===== config.mk =====
export PLATFORM = sky130hd
export DESIGN_NAME = carl_mode_reg
export DESIGN_NICKNAME = d
export VERILOG_FILES = /design/src/hw/carl_pkg.sv /design/src/hw/carl_mode_reg.sv
export VERILOG_INCLUDE_DIRS = /design/src /design/src/hw
export SDC_FILE = /design/constraint.sdc
export NUM_CORES = 1
export LEC_CHECK = 0
export BUFFER_PORTS_ARGS = -buffer_cell sky130_fd_sc_hd__buf_2
export CORE_ASPECT_RATIO = 1.25
export CORE_MARGIN = 5
export CORE_UTILIZATION = 45
export DETAILED_ROUTE_END_ITERATION = 10
export MAX_ROUTING_LAYER = met4
export PLACE_DENSITY = 0.74
export SETUP_SLACK_MARGIN = 0.3
export SLEW_MARGIN = 0
export SYNTH_ARGS = -nofsm -noshare
export SYNTH_HDL_FRONTEND = slang
export SYNTH_SLANG_ARGS = --single-unit

===== constraint.sdc =====
create_clock -name clk -period 1.37 [get_ports clk]
set_input_delay 0.0685 -clock clk [delete_from_list [all_inputs] [get_ports clk]]
set_output_delay 0.0685 -clock clk [all_outputs]
set_load 0.01 [all_outputs]

===== src/hw/carl_consts.svh =====
// Purpose: constants for the command/address reference level mode register
// Assumes: six-bit mode register address, eight operand bits
// Notes:   definitions only
`ifndef CARL_CONSTS_SVH
`define CARL_CONSTS_SVH

`define CARL_ADDR_W          6
`define CARL_DATA_W          8
`define CARL_ADDR_LEVEL      6'h0C
`define CARL_ADDR_FSP_CTRL   6'h0D
`define CARL_LEVEL_LSB       0
`define CARL_LEVEL_MSB       5
`define CARL_RANGE_BIT       6
`define CARL_ACCESS_SEL_BIT  6
`define CARL_OPERATE_SEL_BIT 7
`define CARL_LEVEL_MAX       6'h32
`define CARL_RST_LEVEL       6'h0D
`define CARL_RST_RANGE       1'h1
`define CARL_RST_SEL         1'h0

`endif


===== src/hw/carl_pkg.sv =====
// Purpose: types for the command/address reference level mode register
// Assumes: constants come from carl_consts.svh
// Notes:   one set-point copy is range bit plus level code
`include "carl_consts.svh"

package carl_pkg;

	typedef struct packed {
		logic       range;
		logic [5:0] level;
	} carl_copy_t;

	typedef struct packed {
		carl_copy_t copy0;
		carl_copy_t copy1;
		logic       access_sel;
		logic       operate_sel;
		logic       rd_valid;
		logic [7:0] rd_data;
	} carl_state_t;

endpackage : carl_pkg


===== src/hw/carl_mode_reg.sv =====
// Purpose: two-copy command/address reference level mode register
// Assumes: write/read commands are decoded one cycle strobes, synchronous to clk
// Notes:   only the two select bits of the set-point control register live here
`timescale 1ns/1ns
`include "carl_consts.svh"

// Behaviour
// RULE1 - register decoded at mode register address 0CH for writes and reads
// RULE2 - six-bit level code in bits 5:0; codes above 110010B are reserved
// RULE3 - bit 6 selects between two reference ranges; writing it switches range
// RULE4 - controller writes range together with level code every time
// RULE5 - read drives all eight bits; reserved bit and unused lines read zero
// RULE6 - level write goes to copy 0 or copy 1 per access select
// RULE7 - two copies per bit; writes reach only the access-selected copy
// RULE8 - reads return the access-selected copy, not necessarily the operating one
// RULE9 - operation uses only the operate-selected copy; the other is ignored
// RULE10 - range value persists until overwritten or reset
// RULE11 - access select is bit 6 of set-point control, default set point 0
// RULE12 - operate select is bit 7 of set-point control, default set point 0
// RULE13 - reset loads both copies with default level code and default range
module carl_mode_reg (
	// clock, reset, enable
	input  wire logic       clk,
	input  wire logic       rst_n,
	input  wire logic       clk_en,
	// mode register command port
	input  wire logic       mrw_valid,
	input  wire logic       mrr_valid,
	input  wire logic [5:0] mode_reg_address,
	input  wire logic [7:0] operand_bits,
	// read data
	output logic            rd_valid,
	output logic [7:0]      rd_data,
	// operating reference setting
	output logic [5:0]      ca_reference_level,
	output logic            ca_reference_range,
	output logic            level_code_reserved,
	output logic            setpoint_access_select,
	output logic            setpoint_operate_select
);

	// registered state and its next value
	carl_pkg::carl_state_t s_q;
	carl_pkg::carl_state_t s_d;

	// set-point copies as seen through the write path and the two selects
	carl_pkg::carl_copy_t  wr_copy;
	carl_pkg::carl_copy_t  acc_copy;
	carl_pkg::carl_copy_t  op_copy;

	// address decode
	logic                  hit_level;
	logic                  hit_ctrl;

	// command strobes after decode
	logic                  wr_level;
	logic                  wr_ctrl;
	logic                  rd_level;

	// per-copy write enables
	logic                  wr_copy0;
	logic                  wr_copy1;

	// select bits carried by a control write
	logic                  new_access_sel;
	logic                  new_operate_sel;

	// read answer built from the access-selected copy
	logic [7:0]            rd_word;

	// the reserved top bit holds no state, so it is rebuilt as zero on every read
	function automatic logic [7:0] carl_pack(input carl_pkg::carl_copy_t cp);
		logic [7:0] w;
		w                                  = 8'h00;
		w[`CARL_RANGE_BIT]                 = cp.range;
		w[`CARL_LEVEL_MSB:`CARL_LEVEL_LSB] = cp.level;
		return w;
	endfunction : carl_pack

	assign hit_level = (mode_reg_address == `CARL_ADDR_LEVEL);    // see RULE1
	assign hit_ctrl  = (mode_reg_address == `CARL_ADDR_FSP_CTRL);

	// commands to any other address fall through untouched
	assign wr_level = mrw_valid && hit_level;                      // see RULE1
	assign wr_ctrl  = mrw_valid && hit_ctrl;
	assign rd_level = mrr_valid && hit_level;                      // see RULE1

	// level and range always taken from the same write, never merged
	assign wr_copy.range = operand_bits[`CARL_RANGE_BIT];          // see RULE3, see RULE4
	assign wr_copy.level = operand_bits[`CARL_LEVEL_MSB:`CARL_LEVEL_LSB];  // see RULE2

	// the select in force at the taking edge decides; a control write in the
	// same cycle only steers the commands that follow it
	assign wr_copy0 = wr_level && !s_q.access_sel;                 // see RULE6, see RULE7
	assign wr_copy1 = wr_level && s_q.access_sel;                  // see RULE6, see RULE7

	// the other control bits belong elsewhere and are dropped here
	assign new_access_sel  = operand_bits[`CARL_ACCESS_SEL_BIT];   // see RULE11
	assign new_operate_sel = operand_bits[`CARL_OPERATE_SEL_BIT];  // see RULE12

	always_comb begin
		case (s_q.access_sel)
			1'h0: begin
				acc_copy = s_q.copy0;                              // see RULE8
			end
			1'h1: begin
				acc_copy = s_q.copy1;                              // see RULE8
			end
			default: begin
				acc_copy = s_q.copy0;
			end
		endcase
	end

	// the inactive copy never reaches ca_reference_level or ca_reference_range, so it may be rewritten freely
	always_comb begin
		case (s_q.operate_sel)
			1'h0: begin
				op_copy = s_q.copy0;                               // see RULE9
			end
			1'h1: begin
				op_copy = s_q.copy1;                               // see RULE9
			end
			default: begin
				op_copy = s_q.copy0;
			end
		endcase
	end

	assign rd_word = carl_pack(acc_copy);                          // see RULE5, see RULE8

	always_comb begin
		s_d          = s_q;
		s_d.rd_valid = 1'h0;
		// a write never touches the copy that is not access-selected
		if (wr_copy0) begin
			s_d.copy0 = wr_copy;                                   // see RULE10
		end
		if (wr_copy1) begin
			s_d.copy1 = wr_copy;                                   // see RULE10
		end
		if (wr_ctrl) begin
			s_d.access_sel  = new_access_sel;                      // see RULE11
			s_d.operate_sel = new_operate_sel;                     // see RULE12
		end
		// rd_data keeps the last answer so a late sampler still sees it
		if (rd_level) begin
			s_d.rd_valid = 1'h1;                                   // see RULE5
			s_d.rd_data  = rd_word;                                // see RULE5, see RULE8
		end
	end

	// low clk_en freezes everything, a pending read answer included
	always_ff @(posedge clk or negedge rst_n) begin
		if (!rst_n) begin
			// both copies start from the same defined setting
			s_q.copy0.range <= `CARL_RST_RANGE;                    // see RULE13
			s_q.copy0.level <= `CARL_RST_LEVEL;                    // see RULE13
			s_q.copy1.range <= `CARL_RST_RANGE;                    // see RULE13
			s_q.copy1.level <= `CARL_RST_LEVEL;                    // see RULE13
			s_q.access_sel  <= `CARL_RST_SEL;                      // see RULE11
			s_q.operate_sel <= `CARL_RST_SEL;                      // see RULE12
			s_q.rd_valid    <= 1'h0;
			s_q.rd_data     <= 8'h00;
		end else if (clk_en) begin
			s_q <= s_d;
		end
	end

	// read port
	assign rd_valid                = s_q.rd_valid;
	assign rd_data                 = s_q.rd_data;

	// operating setting
	assign ca_reference_level      = op_copy.level;               // see RULE9
	assign ca_reference_range      = op_copy.range;               // see RULE9

	// reserved codes are stored as written; flagged while in the operate-selected copy so the analogue side can hold off
	always_comb begin
		if (op_copy.level > `CARL_LEVEL_MAX) begin                 // see RULE2
			level_code_reserved = 1'h1;
		end else begin
			level_code_reserved = 1'h0;
		end
	end

	// selects
	assign setpoint_access_select  = s_q.access_sel;
	assign setpoint_operate_select = s_q.operate_sel;

endmodule : carl_mode_reg


======== Word level (Yosys, flattened, before mapping) ========
Cells that the tools add are included.
word-level totals
  register bits after elaboration ......... 24
  output and inout port bits .............. 19
  word-level logic and storage cells ...... 27
  input port bits ......................... 19
operators by class
  multiplexer cells ....................... 4
  bitwise operators ....................... 2
  reductions and logical operators ........ 10
  equality and inequality tests ........... 2
  order comparisons ....................... 1
operators by type and width
  cell                                                  count
  one-hot mux 7 bit (2 select lines)                    2
  equality test 6 x 4 -> 1 bit, second input constant   2
  two-way mux 9 bit                                     1
  AND reduction 2 bit                                   4
  greater-than comparator 6 bit, second input constant  1
  logical AND 1 bit                                     5
  NOT 1 bit                                             2
  zero test 1 bit                                       1
  two-way mux 1 bit                                     1

======== Depth between registers and ports, before layout ========
Gate-level depths: netlist of the first run.
  depth after elaboration ................. 4
  mapped depth ............................ 4
  mapped depth without buffers ............ 3

======== Worst setup path after synthesis of the first run ========
Ideal clock, no wire load.
  path type ............................... register to register
  start ................................... register s_q, in the netlist setpoint_access_select
  end ..................................... register s_q[19] in the netlist's numbering
  arrival time ............................ 1.403 ns
  stages on the path, launching flop included .. 4
  required time ........................... 1.245 ns
  period minus slack after synthesis ...... 1.528 ns
  setup slack ............................. -0.158 ns
  buffers on the path ..................... 1
  setup time .............................. 0.125 ns
  path through ............................ dfrtp_1 > buf_2 > nor4_4 > mux2_2
between the ends
  cells in the longest elaborated chain, start to end .. 3
ends and longest elaborated chain
  what                           line                 text
  from (decl)                    carl_mode_reg.sv:43  carl_pkg::carl_state_t s_q;
  zero test 1 bit                carl_mode_reg.sv:94  assign wr_copy0 = wr_level && !s_q.access_sel;
  logical AND 1 bit              carl_mode_reg.sv:94
  AND reduction 2 bit (no line)  --
Every way passes these cells.
A chain may end at the register's enable or synchronous reset.

======== Final worst setup path of the first run ========
  start ................................... register s_q, in the netlist setpoint_operate_select
  end ..................................... output level_code_reserved
between the ends
  cells in the longest elaborated chain, start to end .. 4
ends and longest elaborated chain
  what                                       line                  text
  NOT 1 bit                                  carl_mode_reg.sv:117  case (s_q.operate_sel)
  one-hot mux 7 bit (2 select lines) *       carl_mode_reg.sv:117
  greater-than comparator 6 bit (no line) *  --
  two-way mux 1 bit *                        carl_mode_reg.sv:180  if (op_copy.level > `CARL_LEVEL_MAX) begin
  to (decl)                                  carl_mode_reg.sv:37   output logic level_code_reserved,
Mark *: on every way between the ends. The rest lies on a longest branch, timed or not.

==> results of run 1 <==
[repair_timing]
action | 4_1_cts | 5_1_grt
hold buffers | 8 | 1
buffers inserted | 2 | 2
gates resized for setup | 38 | 2
hold endpoints to repair | 29 | 1
pin swaps | 3 | 1
endpoints found under the setup margin | 32 | 32
[power by group through the flow]
stage | logic, uW | registers [uW] | clock network (uW)
detailed placement | 210 | 784 | 0
CTS | 307 | 774 | 536
finish | 320 | 774 | 522
floorplan | 135 | 772 | 0
global placement | 206 | 781 | 0
global route | 341 | 778 | 567
[registers in the layout (all words and copies together), names as in the netlist]
signal and cells:
rd_valid 1, rd_data 7, s_q 14, setpoint_operate_select 1, setpoint_access_select 1
[cells by family after synthesis]
group | count (synthesis) | share of synthesized area
compound gates | 2 | 0.0132
mux | 37 | 0.337
simple gates | 10 | 0.0932
other cells | 1 | 0.00304
flops | 24 | 0.494
buf+inv | 11 | 0.0588
[metrics by stage]
stage	setup slack (ns)	util	setup TNS [ns]	total power, uW
6_report	-0.254	0.694	-0.911	1620
5_1_grt	-0.340	0.694	-1.35	1690
4_1_cts	-0.268	0.682	-0.884	1620
3_5_place_dp	-0.00890	0.562	-0.0181	993
3_3_place_gp	0.00319	0.562	0	987
2_1_floorplan	-0.118	-	-1.26	907
[metal layers]
| layer | global-route usage | share of wire | wire (um) | vias to the layer above |
|---|---|---|---|---|
| met5 | - | 0 | 0 | - |
| met4 | 0.0696 | 0.011 | 30 | 0 |
| li1 | - | - | - | 398 |
| met2 | 0.286 | 0.54 | 1530 | 16 |
| met1 | 0.180 | 0.41 | 1160 | 436 |
| met3 | 0.0205 | 0.034 | 95 | 4 |
[layout by cell type, fill, tap and decap left out, types with 2 or more instances in the layout]
cell / synthesis / routed
mux2_4: 0 / 34
buf_2: 1 / 28
buf_6: 0 / 14
dfrtp_1: 16 / 14
dlygate4sd3_1: 0 / 9
dfstp_2: 8 / 8
buf_4: 8 / 5
mux2_2: 37 / 3
clkbuf_4: 0 / 3
nand3b_1: 2 / 2
dfrtp_2: 0 / 2
[worst max-delay path, cell delays in order, from the launching register on]
cell	delay [ns]
dfrtp_2	0.50
buf_12	0.16
mux2_4	0.30
nand2_1	0.09
nor2_1	0.05
buf_2	0.13
[how the worst max path moves through the flow]
stage                                       start             endpoint  slack, ns  cells past startpoint
after floorplan            setpoint_access_select              s_q[19]      -0.12                      3
after global placement    setpoint_operate_select  level_code_reserved      0.003                      4
after detailed placement  setpoint_operate_select  level_code_reserved     -0.009                      4
after CTS                 setpoint_operate_select  level_code_reserved      -0.27                      4
after global routing      setpoint_operate_select  level_code_reserved      -0.34                      4
final                     setpoint_operate_select  level_code_reserved      -0.25                      5
[cell type report]
| class | count | area [um^2] | area share |
|---|---|---|---|
| inverter | 1 | 3.75 | 0.00204 |
| multi-input combinational | 50 | 684 | 0.372 |
| clock inverter | 1 | 30.0 | 0.0163 |
| tap | 34 | 42.5 | 0.0231 |
| clock buffer | 3 | 22.5 | 0.0122 |
| sequential | 24 | 613 | 0.333 |
| timing repair buffer | 57 | 445 | 0.242 |
==> results.cfg, run 1 <==
[routing]
drt_iter0_drc = 6
ant_nets = 0
routed_wl_um = 2820
post_drt_wl_per_cell_um = 16.6
drc_errors = 0
viasPerCell = 5.02
first_pass_iters = 3
vias = 854

[synth]
synth_flop_cell = dfrtp_1
yosysSeqAreaShare = 0.494
yosysMostFrequentCell = mux2_2
synth_cells = 85
synth_top_cell_by_area = mux2_2
avgSynthCellArea_um2 = 14.5
synthTopCellsByCount = 37 x mux2_2, 16 x dfrtp_1, 8 x buf_4, 8 x dfstp_2, 2 x nand3b_1
synth_area_leaders = mux2_2 34%, dfrtp_1 32%, dfstp_2 17%, buf_4 4.9%, nand4bb_4 2.2%
synth_warnings = 0
synth_area_um2 = 1230
yosys.area.top_type_share = 0.337
synth_seq_cells = 24
synth_edf_count = 0
async_flop_share = 1.00
ys_types = 19
postSynthNetCount = 104

[critical_path]
r2r_cells = 3
path_max_fanout = 5
reg2reg_to = rd_data[6]
cp-end-kind = output pin
path_class = register to output pin
rrSetupSlack_ns = 0.09
reg2reg_from = setpoint_access_select
critPathLaunchType = register
worstPathArrival_ns = 1.56
worstPathRequired_ns = 1.30

[sta]
max-slew-margin-rel = 0.635
hold_violations = 0
finalMaxSlewViolations = 0
fin_crit_sh = 1.19
fin_ws_ns = -0.254
finClkSkew_ns = 0.00639
setup_viol = 8
hold_slack_ns = 0.0413
max_freq_mhz = 616
layout_min_cycle_time_ns = 1.62
rsz0062_at_grt = yes
worst_slew_pin_slew_ns = 0.547

[hold_path]
hold_depth = 3
hold_path.class = primary input to register
hold-path-endpoint = rd_valid
holdCritStartpoint = clk_en

[global_routing]
grt_max_degree = 25
grtUsageTotal = 0.159
grt_overflow = 0
antenna_found_initial = 0
grt_pass1_vias = 907
grt_pass1_wl_um = 4460

[cells_and_area]
drive_above_1_share = 0.772
design_area_um2 = 1840
syn2layout_area_growth_pct = 49.1
fillers = 180
fin_cells = 170
nNetsFinal = 156
diodes = 0

[clocking]
cts.path.max_buffers = 2
cts_max_level = 1
cts.clk_slew.worst_paths_ns = 0.13
numCtsBuffers = 3
cts-root-buf = clkbuf_4
clk_latency_ns = 0.33
clock-sinks = 24
cts_tree = built

[power_and_ir_drop]
p_leak_uw = 0.000887
pwr-share-clk = 0.323
switching_share = 0.229
pwr-share-seq = 0.479
powerDensity_nw_per_um2 = 878
internal-power_uw = 1250
netSwitchingPower_uw = 370
peakVddDrop_mv = 0.739
power_frac_comb = 0.198

[floorplan]
die_h_um = 68.6
fp.dieW_um = 56.9
io_pins = 38
dieArea_um2 = 3900
core_region_area_um2 = 2650
rows = 21
start_util = 0.465

[run_status]
violations = negative setup slack
status = finished with violations

[place]
io_buffers = 36
post-dp-hpwl_um = 1940
dp.cells = 153
gp_congestion = 0.719
dpl-instance-area_um2 = 1490

[job]
drv_cap = 0
(Power assumes the default switching activity.)
==> run 2: changes to the inputs <==
Settings changed: CAP_MARGIN set to 30, CORE_ASPECT_RATIO 1.25 to 0.75.
==> run 2 against run 1 <==
  * The run still ends with negative setup slack left
  * Design area is 5.5% lower
  * Maximum frequency is 3.0% higher
  * Final cell count is 1.8% lower
  * First-iteration DRC count grew to 5.5 times the previous value
  * Clock skew is 0.0047 ns lower
  * Clock power is 7.7% lower
  * Worst setup slack better by 0.047 ns
  * Non-clock buffer count is 5 lower
  * Clock-buffer cell count is 1 higher
  * Via count is 4.3% lower
  * Critical path type unchanged
  * Highest routed layer unchanged
==> results.cfg, run 2 (synthesis gave the netlist of run 1 again) <==
[run_status]
status = finished with violations
violations = negative setup slack

[floorplan]
core_region_area_um2 = 2620
fp.dieW_um = 70.5
start_util = 0.471
io_pins = 38
die_h_um = 55.4
rows = 16
dieArea_um2 = 3900

[clocking]
cts.path.max_buffers = 2
cts.clk_slew.worst_paths_ns = 0.08
clock-sinks = 24
cts_max_level = 1
numCtsBuffers = 3
clk_latency_ns = 0.27
cts-root-buf = clkbuf_8
cts_tree = built

[sta]
worst_slew_pin_slew_ns = 0.543
fin_crit_sh = 1.15
tns_ns = -0.718
setup_viol = 6
max_freq_mhz = 634
max-slew-margin-rel = 0.638
finalMaxSlewViolations = 0
hold_violations = 0
fin_ws_ns = -0.208
rsz0062_at_grt = yes
finClkSkew_ns = 0.00169
layout_min_cycle_time_ns = 1.58
hold_slack_ns = 0.0280

[place]
gp_congestion = 0.763
dp.cells = 156
io_buffers = 36
post-dp-hpwl_um = 2030

[global_routing]
grt_max_degree = 25
grt_pass1_vias = 870
grtUsageTotal = 0.157
antenna_found_initial = 0
grt_overflow = 0
grt_pass1_wl_um = 4560

[power_and_ir_drop]
p_total_uw = 1540
p_leak_uw = 0.000860
peakVddDrop_mv = 0.593
powerDensity_nw_per_um2 = 888

[critical_path]
path_max_fanout = 6
critical_path.slowest_cell = dfrtp_2
rrSetupSlack_ns = 0.07
cpPeakStageDelay_ns = 0.49
worstPathRequired_ns = 1.30
path_class = register to output pin
path_cells = mux2_4, a211oi_2, nor2_1, buf_2
critPathLaunchType = register
reg2reg_to = rd_data[6]
reg2reg_from = setpoint_access_select
crit_family = flip-flops
worstPathArrival_ns = 1.51
cp-end-kind = output pin
path_buf_inv = 1
r2r_cells = 3

[hold_path]
hold_path.class = primary input to register
hold-path-endpoint = setpoint_operate_select
holdCritStartpoint = operand_bits[7]
hold_depth = 2

[cells_and_area]
fillers = 193
top_register = s_q
final_core_util = 0.664
largest_registers = s_q: 14 flops, rd_data: 7 flops
fin_cells = 167
diodes = 0
largest_reg_flops = 14
final_cell_mix = 32 x mux2_4, 32 x buf_2, 14 x dfrtp_1
syn2layout_area_growth_pct = 40.9
drive_above_1_share = 0.824
nNetsFinal = 151

[routing]
drc_errors = 0
routed_wl_um = 2850
vias = 817
post_drt_wl_per_cell_um = 17.1
ant_nets = 0
drt_iter0_drc = 33
viasPerCell = 4.89
first_pass_iters = 4

[job]
drv_cap = 0
run 2: area by class of cell:
class | count | area (um^2) | area share
flip-flops and latches | 24 | 613 | 0.352
well taps | 36 | 45.0 | 0.0259
clock buffers | 4 | 55.1 | 0.0316
multi-input cells | 50 | 677 | 0.389
inverters | 1 | 3.75 | 0.00216
repair buffers | 52 | 347 | 0.199
run 2: how the worst max path moves through the flow:
stage / cells after the start / startpoint / to / slack (ns)
after floorplan: 3 / setpoint_access_select / s_q[19] / -0.12
after global placement: 4 / setpoint_operate_select / level_code_reserved / 0.008
after detailed placement: 4 / setpoint_operate_select / level_code_reserved / -0.008
after CTS: 4 / setpoint_operate_select / level_code_reserved / -0.20
after global routing: 4 / setpoint_operate_select / level_code_reserved / -0.25
final: 4 / setpoint_operate_select / level_code_reserved / -0.21
run 2: power by group:
part | internal [uW] | switching (uW) | total, uW
clock | 257 | 226 | 482
sequential | 744 | 31.6 | 776
combinational | 176 | 111 | 286
run 2: metrics by stage:
step                cell area [um^2]  worst slack [ns]
detailed placement              1500          -0.00824
global route                    1740            -0.247
CTS                             1720            -0.196
global placement                1500           0.00809
floorplan                       1290            -0.118
finish                          1740            -0.208
run 2: worst register-to-register path, cell delays in order (launching register included):
cell and delay (ns):
dfrtp_2 0.46, buf_6 0.16, mux2_4 0.30, mux2_4 0.26
run 2: what timing repair did:
action	4_1_cts	5_1_grt
hold buffers	1	0
gates resized for setup	32	1
endpoints found under the hold margin	16	0
endpoints found under the setup margin	32	33
setup buffers	4	2
pin swaps	3	0
run 2: per-layer routing:
| metal | global-route usage | up-vias | wire [um] |
|---|---|---|---|
| met5 | - | - | 0 |
| li1 | - | 387 | - |
| met2 | 0.229 | 24 | 1290 |
| met4 | 0.0820 | 0 | 55 |
| met1 | 0.191 | 402 | 1340 |
| met3 | 0.0562 | 4 | 167 |
==> run 3: changes to the inputs <==
Settings changed: CORE_UTILIZATION 45 to 47, CTS_BUF_LIST set to sky130_fd_sc_hd__clkbuf_2, PLACE_DENSITY 0.74 to 0.77.
==> run 3 against run 2 <==
  * The run still ends with negative setup slack left
  * Utilization rose by 3.4 points
  * Largest cell class unchanged
  * Worst setup slack got worse by 0.087 ns
  * Sequential cell count did not move
  * Total power fell by 1.1%
  * Critical path type unchanged
  * Maximum frequency fell by 5.2%
  * Via count rose by 3.4%
  * Critical endpoint unchanged
  * Register-to-register slack barely moved
  * Combinational power rose by 2%
==> results.cfg, run 3 (synthesis gave the netlist of run 1 again) <==
[power_and_ir_drop]
pwr-share-seq = 0.508
pwr-share-clk = 0.302
internal-power_uw = 1180
power_frac_comb = 0.191
p_leak_uw = 0.000876
netSwitchingPower_uw = 348
peakVddDrop_mv = 0.579
switching_share = 0.227
powerDensity_nw_per_um2 = 855

[cells_and_area]
drive_above_1_share = 0.772
nNetsFinal = 156
fin_cells = 172
syn2layout_area_growth_pct = 44.8
diodes = 0
final_common_cell = mux2_4
largest_registers = s_q: 14 flops, rd_data: 7 flops
largest_reg_flops = 14
top_register = s_q
final_cell_mix = 33 x mux2_4, 32 x buf_2, 14 x dfrtp_1

[place]
dp.cells = 155
post-place-ws_ns = -0.0105
io_buffers = 36
gp_congestion = 0.712
post-dp-hpwl_um = 1920

[global_routing]
grt_max_degree = 25
grt_pass1_vias = 940
antenna_found_initial = 0
grt_overflow = 0
grtUsageTotal = 0.165
grt_pass1_wl_um = 4590

[sta]
tns_ns = -1.27
hold_violations = 0
finalMaxSlewViolations = 0
fin_ws_ns = -0.295
max_freq_mhz = 601
fin_crit_sh = 1.22
layout_min_cycle_time_ns = 1.66
setup_viol = 8
worst_slew_pin_slew_ns = 0.518
rsz0062_at_grt = yes
max-slew-margin-rel = 0.654
finClkSkew_ns = 0.0168

[floorplan]
core_region_area_um2 = 2560
rows = 16
die_h_um = 54.4
dieArea_um2 = 3760
fp.dieW_um = 69.2
start_util = 0.482
io_pins = 38

[critical_path]
path_cells = mux2_4, a211oi_2, nor2_1, buf_2
critical_path.slowest_cell = dfrtp_2
path_max_fanout = 7
path_class = register to output pin
cpPeakStageDelay_ns = 0.54
worstPathRequired_ns = 1.30
critPathLaunchType = register
cp-end-kind = output pin
worstPathArrival_ns = 1.60

[run_status]
violations = negative setup slack
status = finished with violations

[clocking]
cts.path.max_buffers = 2
cts-root-buf = clkbuf_2
cts_max_level = 1
clock-sinks = 24
clk_latency_ns = 0.34
numCtsBuffers = 3
cts_tree = built
cts.clk_slew.worst_paths_ns = 0.23

[routing]
drt_iter0_drc = 23
drc_errors = 0
first_pass_iters = 4
vias = 845
viasPerCell = 4.91
post_drt_wl_per_cell_um = 16.5
routed_wl_um = 2830
ant_nets = 0

[job]
drv_cap = 0

[hold_path]
hold_path.class = primary input to register
## run 3: cell types whose count changed in the layout (fill, tap and decap cells not counted), sizes merged
cell	change
buf	-3
dlygate4sd3	+8
bufinv	+1
clkbuf	-1
## run 3: worst paths after layout
| path | slack, ns | from | end | cells after the start |
|---|---|---|---|---|
| worst min-delay path | 0.02 | clk_en | rd_valid | 3 |
| worst min register to register | 0.52 | rd_valid | rd_valid | 1 |
| min in group asynchronous | 0.19 | rst_n | s_q[16] | 2 |
| worst max-delay path | -0.29 | setpoint_operate_select | level_code_reserved | 4 |
| worst max register to register | 0.06 | setpoint_access_select | s_q[15] | 3 |
| max in group asynchronous | 0.80 | rst_n | s_q[20] | 2 |
## run 3: cell type report
type                    count  area [um^2]
repair buffers             57          400
multi-input cells          50          681
well taps                  36         45.0
flip-flops and latches     24          613
fillers                   187          774
clock inverters             1         30.0
clock buffers               3         15.0
inverters                   1         3.75
## run 3: power groups by stage
stage	logic [uW]	registers (uW)	clock network (uW)
after global routing	313	781	493
final	291	776	461
after floorplan	135	772	0
after global placement	206	781	0
after CTS	275	775	469
after detailed placement	210	783	0
## run 3: metal layers
metal,GRT usage,vias to the layer above,share of wire
met4,0.0292,0,0.0025
met2,0.302,19,0.53
li1,-,399,-
met1,0.190,425,0.43
met3,0.0440,2,0.035
met5,-,-,0
## run 3: worst max-delay path, delay by kind of cell, from the launching register on
family                 cells  cell delay [ns]
AND/OR/NAND/NOR            1             0.05
buffers and inverters      1             0.13
multiplexers               1             0.33
AO/OA/AOI/OAI              1             0.20
flip-flops                 1             0.54
## run 3: stage by stage
step                       util  power (uW)  hold WS [ns]  area [um^2]
final                     0.698        1530        0.0188         1790
after global routing      0.698        1590        0.0159         1790
after CTS                 0.684        1520       0.00442         1750
after detailed placement  0.583         994        0.0804         1490
after global placement    0.583         987        0.0711         1490
after floorplan               -         907        -0.227         1290
## run 3: repair_timing
| item | CTS | global route |
|---|---|---|
| pin swaps | 3 | 0 |
| buffers inserted | 1 | 3 |
| resized for setup | 30 | 3 |
| endpoints found under the setup margin | 32 | 31 |
| hold buffers | 9 | 0 |
| endpoints found under the hold margin | 32 | 0 |
